`src/hdl/sled_pkg.sv`:
```
// Package for the status and identification LED controller
package sled_pkg;
    localparam int unsigned CLK_HZ        = 125000000;
    localparam int unsigned HEALTH_BLINK_HZ = 1;
    localparam int unsigned ID_FAST_HZ    = 3;
    localparam int unsigned ID_SLOW_HZ    = 1;
    // Half periods in clock cycles, rounded down
    localparam int unsigned HALF_1HZ_CYC  = CLK_HZ / (2 * HEALTH_BLINK_HZ);
    localparam int unsigned HALF_3HZ_CYC  = CLK_HZ / (2 * ID_FAST_HZ);
    localparam int unsigned HALF_ID_CYC   = CLK_HZ / (2 * ID_SLOW_HZ);
    localparam int unsigned CNT_W         = 27;

    // Health display, least severe first
    typedef enum logic [1:0] {
        SLED_SOLID_GREEN,
        SLED_BLINK_GREEN,
        SLED_BLINK_AMBER,
        SLED_SOLID_AMBER
    } sled_health_t;

    // Controller boot progress reported by management firmware
    typedef enum logic [1:0] {
        SLED_BOOT_POWERUP,
        SLED_BOOT_LOADER,
        SLED_BOOT_OS,
        SLED_BOOT_DONE
    } sled_boot_t;

    typedef struct packed {
        logic green;
        logic amber;
    } sled_bicolor_t;

    // Reported system conditions, one bit each
    typedef struct packed {
        logic fatal;        // Catastrophic error, thermal trip, missing CPU, power fault, UE
        logic noncritical;  // Critical threshold or regulator overheat
        logic degraded;     // Redundancy loss, fan warning, predictive fail, battery
        logic wdt_reset;    // Controller reset by watchdog
        logic pu_cfg_err;   // Power unit configuration error offset
        logic hsc_degraded; // Drive hot-swap controller off-line or degraded
    } sled_cond_t;
endpackage : sled_pkg

```
`src/hdl/sled_ctrl.sv`:
```
// Status and identification LED controller
`timescale 1ns/1ps
module sled_ctrl
    import sled_pkg::*;
(
    input  wire logic              CORE_CLK,      // 125 MHz standby clock
    input  wire logic              RST_N,         // Async reset, AC power-up only
    input  wire logic              ID_BUTTON,     // Front-panel identify button, high when pressed
    input  wire logic              ID_REMOTE_ON,  // One-cycle pulse: chassis identify start
    input  wire logic              ID_REMOTE_OFF, // One-cycle pulse: chassis identify stop
    input  wire sled_pkg::sled_boot_t BOOT_STAGE, // Controller boot progress
    input  wire logic              BOOT_ERROR,    // Controller boot reported an error
    input  wire sled_pkg::sled_cond_t COND,       // Reported system conditions
    output logic                   ID_LED,        // On-board blue ID LED
    output logic                   FP_ID_LED,     // Front-panel ID LED
    output sled_pkg::sled_bicolor_t HEALTH_LED,   // On-board health LED
    output sled_pkg::sled_bicolor_t FP_HEALTH_LED // Front-panel health LED
);
    import sled_pkg::*;

    logic [CNT_W-1:0] cnt_1hz;
    logic [CNT_W-1:0] cnt_3hz;
    logic             ph_1hz;
    logic             ph_3hz;
    logic             button_q;
    logic             id_steady;
    logic             id_blink;
    logic             seen_powerup;
    sled_health_t     next_health;
    logic             next_id;
    sled_bicolor_t    next_bicolor;

    function automatic logic [CNT_W-1:0] wrap_inc(input logic [CNT_W-1:0] c, input int unsigned half);
        wrap_inc = (c == CNT_W'(half - 1)) ? '0 : c + 1'b1;
    endfunction : wrap_inc

    // Blink phase generators; 1 Hz also paces the slow identify blink
    always_ff @(posedge CORE_CLK or negedge RST_N) begin
        if (!RST_N) begin
            cnt_1hz <= '0;
            ph_1hz  <= 1'b0;
        end else begin
            cnt_1hz <= wrap_inc(cnt_1hz, HALF_1HZ_CYC);
            if (cnt_1hz == CNT_W'(HALF_1HZ_CYC - 1)) begin
                ph_1hz <= ~ph_1hz;
            end
        end
    end

    always_ff @(posedge CORE_CLK or negedge RST_N) begin
        if (!RST_N) begin
            cnt_3hz <= '0;
            ph_3hz  <= 1'b0;
        end else begin
            cnt_3hz <= wrap_inc(cnt_3hz, HALF_3HZ_CYC);
            if (cnt_3hz == CNT_W'(HALF_3HZ_CYC - 1)) begin
                ph_3hz <= ~ph_3hz;
            end
        end
    end

    // Button is level; only the press edge toggles, so a held button acts once
    always_ff @(posedge CORE_CLK or negedge RST_N) begin
        if (!RST_N) begin
            button_q  <= 1'b0;
            id_steady <= 1'b0;
        end else begin
            button_q <= ID_BUTTON;
            if (ID_BUTTON && !button_q) begin
                id_steady <= ~id_steady;
            end
        end
    end

    // Remote identify; start beats stop when both arrive together
    always_ff @(posedge CORE_CLK or negedge RST_N) begin
        if (!RST_N) begin
            id_blink <= 1'b0;
        end else if (ID_REMOTE_ON) begin
            id_blink <= 1'b1;
        end else if (ID_REMOTE_OFF) begin
            id_blink <= 1'b0;
        end
    end

    // One cycle of steady amber after AC power-up, then boot display takes over
    always_ff @(posedge CORE_CLK or negedge RST_N) begin
        if (!RST_N) begin
            seen_powerup <= 1'b0;
        end else begin
            seen_powerup <= 1'b1;
        end
    end

    // Severity priority; no DC-off input exists, so host power state cannot disturb it
    always_comb begin
        if (!seen_powerup || COND.fatal) begin
            next_health = SLED_SOLID_AMBER;
        end else if (COND.noncritical) begin
            next_health = SLED_BLINK_AMBER;
        end else if (COND.degraded || COND.wdt_reset || COND.pu_cfg_err || COND.hsc_degraded
                     || BOOT_STAGE != SLED_BOOT_DONE || BOOT_ERROR) begin
            next_health = SLED_BLINK_GREEN;
        end else begin
            next_health = SLED_SOLID_GREEN;
        end
    end

    always_comb begin
        case (next_health)
            SLED_SOLID_GREEN: next_bicolor = '{green: 1'b1, amber: 1'b0};
            SLED_BLINK_GREEN: next_bicolor = '{green: ph_1hz, amber: 1'b0};
            SLED_BLINK_AMBER: next_bicolor = '{green: 1'b0, amber: ph_1hz};
            SLED_SOLID_AMBER: next_bicolor = '{green: 1'b0, amber: 1'b1};
            default:          next_bicolor = '{green: 1'b0, amber: 1'b1};
        endcase
    end

    // Loader and OS boot stages override user identify so firmware progress stays visible
    always_comb begin
        case (BOOT_STAGE)
            SLED_BOOT_LOADER: next_id = ph_3hz;
            SLED_BOOT_OS:     next_id = 1'b1;
            SLED_BOOT_DONE:   next_id = id_blink ? ph_1hz : id_steady;
            default:          next_id = id_blink ? ph_1hz : id_steady;
        endcase
    end

    // Registered state persists while standby power is up
    always_ff @(posedge CORE_CLK or negedge RST_N) begin
        if (!RST_N) begin
            ID_LED        <= 1'b0;
            FP_ID_LED     <= 1'b0;
            HEALTH_LED    <= '{green: 1'b0, amber: 1'b1};
            FP_HEALTH_LED <= '{green: 1'b0, amber: 1'b1};
        end else begin
            ID_LED        <= next_id;
            FP_ID_LED     <= next_id;
            HEALTH_LED    <= next_bicolor;
            FP_HEALTH_LED <= next_bicolor;
        end
    end
endmodule : sled_ctrl

```
`config.mk`:
```
export PLATFORM = sky130hd
export DESIGN_NAME = sled_ctrl
export DESIGN_NICKNAME = d
export VERILOG_FILES = /design/src/hdl/sled_pkg.sv /design/src/hdl/sled_ctrl.sv
export SDC_FILE = /design/constraint.sdc
export NUM_CORES = 1
export LEC_CHECK = 0
export BUFFER_PORTS_ARGS = -buffer_cell sky130_fd_sc_hd__buf_2
export CAP_MARGIN = 20
export CORE_MARGIN = 8
export CORE_UTILIZATION = 30
export CTS_CLUSTER_DIAMETER = 80
export DETAILED_ROUTE_END_ITERATION = 8
export PLACE_DENSITY = 0.51
export SETUP_SLACK_MARGIN = 0.3
export SLEW_MARGIN = 30
export SYNTH_ARGS = -nofsm -noshare
export SYNTH_HDL_FRONTEND = slang
export SYNTH_SLANG_ARGS = --single-unit
```
`constraint.sdc`:
```
create_clock -name CORE_CLK -period 2 [get_ports CORE_CLK]
set_input_delay 0.1 -clock CORE_CLK [delete_from_list [all_inputs] [get_ports CORE_CLK]]
set_output_delay 0.1 -clock CORE_CLK [all_outputs]
set_load 0.1 [all_outputs]
```
# Word-level counts from Yosys, hierarchy flattened

Index checks and enable logic that the tools add are counted.

Register bits after elaboration: 63
Output and inout bits: 6
Logic and storage cells: 45
Input port bits: 14

Muxes and demuxes: 10
Bitwise operators: 3
$add $sub $neg: 2
Reductions and logical operators: 11
Eq/ne operators: 8

Operators by type and width:

| kind                    | count |
|---|---|
| $add A27 B1 Y27 const B | 2 |
| $mux W27                | 2 |
| $eq A27 B25 Y1 const B  | 1 |
| $eq A27 B26 Y1 const B  | 1 |
| $pmux W2 S4             | 1 |
| $eq A2 B2 Y1 const B    | 3 |
| $logic_or A1 B1 Y1      | 6 |
| $eq A2 B1 Y1 const B    | 2 |
| $mux W1                 | 4 |
| $mux W2                 | 2 |
| $not A1 Y1              | 3 |
| $logic_not A1 Y1        | 2 |
| $logic_not A2 Y1        | 1 |
| $ne A2 B2 Y1 const B    | 1 |
| $pmux W1 S2             | 1 |
| $reduce_bool A2 Y1      | 1 |
| $logic_and A1 B1 Y1     | 1 |

# Depth between registers and ports, before layout

Word-level depth: 10
Depth in mapped cells: 8
Depth with buffers taken out: 7

# Worst setup path before layout

No wires, ideal clock.

Path kind: register -> register
Start point: register cnt_3hz[0]
End point: register cnt_3hz[24]
Setup slack: -0.027 ns
Stages on the path, launching flop included: 8
Data required time: 1.871 ns
Buffers on the path: 1
Clock period less this slack: 2.027 ns
Setup time: 0.129 ns
Data arrival time: 1.898 ns
Cell sequence: dfrtp_1 > ha_1 > nand3_1 > or4_1 > buf_2 > or4_1 > o211ai_1 > o31ai_1

Longest elaborated chain between the ends: 2
Elaborated cells between the ends (all ways): 3
Those cells by class: add/sub: 1; eq/ne: 1; mux: 1

Ends and longest elaborated chain:

| item                                              | line            | RTL |
|---|---|---|
| start: declaration                                | sled_ctrl.sv:22 | `logic [CNT_W-1:0] cnt_3hz;` |
| start signal: assignment                          | sled_ctrl.sv:55 | `cnt_3hz <= wrap_inc(cnt_3hz, HALF_3HZ_CYC);` |
| $add A27 B1 Y27 or $eq A27 B25 Y1 (tied branches) | sled_ctrl.sv:34 | `wrap_inc = (c == CNT_W'(half - 1)) ? '0 : c + 1'b1;` |
| $mux W27 (*)                                      | sled_ctrl.sv:34 |  |

Mark *: on every way between the ends. The rest lies on a longest branch, timed or not.
A chain may end at the register's enable or synchronous reset.

# Final worst setup path

Start point: register cnt_3hz[1]
End point: register cnt_3hz[24]

The elaborated chain is that of the path after synthesis.

==> impl_metrics.env <==
export IMPL_synthTopCellsByCount="dfrtp_1, nor2_1, xor2_1"
export IMPL_holdCritPathClass="in2reg"
export IMPL_n_fill_cell=977
export IMPL_outcome="complete, no violations"
export IMPL_numPortBuffers=19
export IMPL_hpwlAfterDp_um=4140
export IMPL_via_count=2226
export IMPL_synth_async_reset_ratio=1.00
export IMPL_root_buffer="clkbuf_8"
export IMPL_cts_sinks=63
export IMPL_yosysTopAreaCell="dfrtp_1"
export IMPL_ys_seq_area_frac=0.525
export IMPL_synth_compound_area_frac=0.0254
export IMPL_multi_input_area_um2=1540
export IMPL_die_height_um=116
export IMPL_cts_tree="built"
export IMPL_maxCapViolCount=0
export IMPL_ant_nets=0
export IMPL_cp_start_kind="flip-flop"
export IMPL_synth_enable_flop_cells=0
export IMPL_muxShareOfSynthArea=0.00333
export IMPL_setup_tns_ns=0
export IMPL_fmax_mhz=537
export IMPL_hold_violations=0
export IMPL_drt_iter0_drc=142
export IMPL_area_growth_pct=33.8
export IMPL_viasPerCell=4.46
export IMPL_coreArea_um2=9770
export IMPL_setup_viol=0
export IMPL_slew_headroom=0.642
export IMPL_endpoint_kind="flip-flop"
export IMPL_synth_simple_gate_area_frac=0.250
export IMPL_crit_fanout=3
export IMPL_yosysWarnings=0
export IMPL_die_area_um2=13500
export IMPL_diodes=0
export IMPL_timing_final_crit_share=0.931
export IMPL_nets=382
export IMPL_grt_max_degree=64
export IMPL_critPathRequiredTime_ns=2.21
export IMPL_first_global_vias=2304
export IMPL_synthCells=294
export IMPL_seq_area_um2=1580
export IMPL_grt_use_total=0.0997
export IMPL_insertion_delay_ns=0.33
export IMPL_drv_slew=0
export IMPL_post_drt_wl_per_cell_um=12.4
export IMPL_grt_pass1_wl_um=10600
export IMPL_ioPinCount=20
export IMPL_numCtsBuffers=9
export IMPL_clockBufferDepth=2
export IMPL_ys_top_cells_by_area="dfrtp_1, xor2_1, xnor2_1, nor2_1, nand3_1"
export IMPL_fp_dieW_um=116
export IMPL_htreeDepth=3
export IMPL_avgSynthCellArea_um2=10.2
export IMPL_antenna_found_initial=0
export IMPL_worst_pin_slew_ns=0.535
export IMPL_leakage_nw=1.85
export IMPL_arrival_ns=2.07
export IMPL_syn_area_um2=3010
export IMPL_powerDensity_nw_per_um2=639
export IMPL_syn_nets=314
export IMPL_layout_drive_gt1_share=0.303
export IMPL_synth_adder_area_share=0.0250
export IMPL_synth_top_flop_cell="dfrtp_1"
export IMPL_drcViolationCount=0
export IMPL_synth_xor_area_frac=0.140
export IMPL_pre_cts_ws_ns=0.0929
export IMPL_synth_top_family_by_area="simple AND/OR/NAND/NOR gates"
export IMPL_critPathKind="reg2reg"
export IMPL_fin_skew_ns=0.00986
export IMPL_start_util=0.308
export IMPL_dr_pass1_iters=4
export IMPL_ys_ff_latch=63
export IMPL_gp_congestion=0.774
export IMPL_synth_top_area_share=0.516
export IMPL_routed_wl_um=6170
export IMPL_ir_worst_vdd_mv=0.307
export IMPL_rows=36
export IMPL_rsz0062_at_grt="yes"
export IMPL_setup_ws_ns=0.137
export IMPL_period_minus_slack_ns=1.86
export IMPL_overflow=0
export IMPL_yosysMostFrequentCell="dfrtp_1"
export IMPL_synth_distinct_cells=37
export IMPL_clkTransAtPathRegs_ns=0.07
-- cells by family after synthesis --
| family | after synthesis |
|---|---|
| flip-flops | 63 |
| AO/OA/AOI/OAI | 13 |
| buffers and inverters | 21 |
| XOR/XNOR | 48 |
| multiplexers | 1 |
| adder cells (fa/ha/maj) | 6 |
| other | 1 |
| AND/OR/NAND/NOR | 141 |
-- power breakdown --
part	leakage, nW	total, W	switching [W]	internal, W
logic	0.925	0.000157	0.000115	0.0000415
clock network	0.0985	0.00111	0.000475	0.000635
registers	0.830	0.00130	0.0000106	0.00129
-- sequential cells by signal, summed over array words and instances, names as in the netlist --
| name | count |
|---|---|
| FP_ID_LED | 1 |
| cnt_3hz | 27 |
| cnt_1hz | 27 |
| FP_HEALTH_LED | 2 |
| id_blink | 1 |
| ph_1hz | 1 |
| button_q | 1 |
| ph_3hz | 1 |
| id_steady | 1 |
| seen_powerup | 1 |
-- routing by layer --
layer | global-route usage | wire length [um] | vias up | share of wire
li1 | - | - | 1126 | -
met1 | 0.115 | 2800 | 1078 | 0.45
met2 | 0.171 | 3140 | 14 | 0.51
met3 | 0.0269 | 144 | 8 | 0.023
met4 | 0.0415 | 85 | 0 | 0.014
met5 | 0 | 0 | - | 0
-- what timing repair did --
item / 4_1_cts / 5_1_grt
hold buffers: 6 / 0
setup buffers: 5 / 11
setup endpoints to repair: 36 / 39
cloned: 0 / 0
hold endpoints to repair: 66 / 0
resized for setup: 16 / 35
pin swaps: 5 / 19
-- final cells by class --
class,count,area share
Multi-Input combinational cell,210,0.382
Clock buffer,12,0.0385
Inverter,15,0.0140
Sequential cell,63,0.393
Tap cell,133,0.0413
Timing Repair Buffer,63,0.120
Clock inverter,3,0.0106
-- critical path, stage by stage, from the launching register on --
cell and delay, ns:
dfrtp_1 0.37, ha_2 0.19, nand3_2 0.08, or4_4 0.43, or4_1 0.47, o211ai_1 0.10, o31ai_1 0.09
-- placed cells by master (no fill, tap or decap), drive strengths merged, types with 4 or more instances in the layout --
master / n
a21oi: 4
and3: 5
buf: 57
clkbuf: 12
dfrtp: 62
dlygate4sd3: 6
ha: 6
inv: 15
nand2: 23
nand3: 20
nand4: 14
nor2: 42
nor3: 9
nor4: 5
nor4b: 6
o21ai: 4
xnor2: 23
xor2: 25
-- through the flow --
stage / cell area, um^2 / std cells / total power [W] / hold WS [ns] / utilization
6_report: 4030 / 499 / 0.00257 / 0.0354 / 0.412
5_1_grt: 4030 / 499 / 0.00268 / 0.0255 / 0.412
4_1_cts: 3810 / 488 / 0.00261 / 0.0182 / 0.390
3_5_place_dp: 3440 / 462 / 0.00148 / 0.140 / 0.352
3_3_place_gp: 3440 / 462 / 0.00148 / 0.140 / 0.352
2_1_floorplan: 3040 / 294 / 0.00143 / -0.196 / -
-- worst paths after layout --
| path | startpoint | end | slack [ns] | cells past startpoint |
|---|---|---|---|---|
| max | cnt_3hz[1] | cnt_3hz[24] | 0.14 | 6 |
| min | ID_REMOTE_OFF | id_blink | 0.04 | 3 |
| max reg2reg | cnt_3hz[1] | cnt_3hz[24] | 0.14 | 6 |
| min reg2reg | seen_powerup | FP_HEALTH_LED[0] | 0.43 | 1 |
| max in group asynchronous | RST_N | FP_HEALTH_LED[0] | 1.38 | 3 |
| min in group asynchronous | RST_N | cnt_1hz[2] | 0.31 | 3 |
Note: power is estimated with default switching activity, not from simulation.
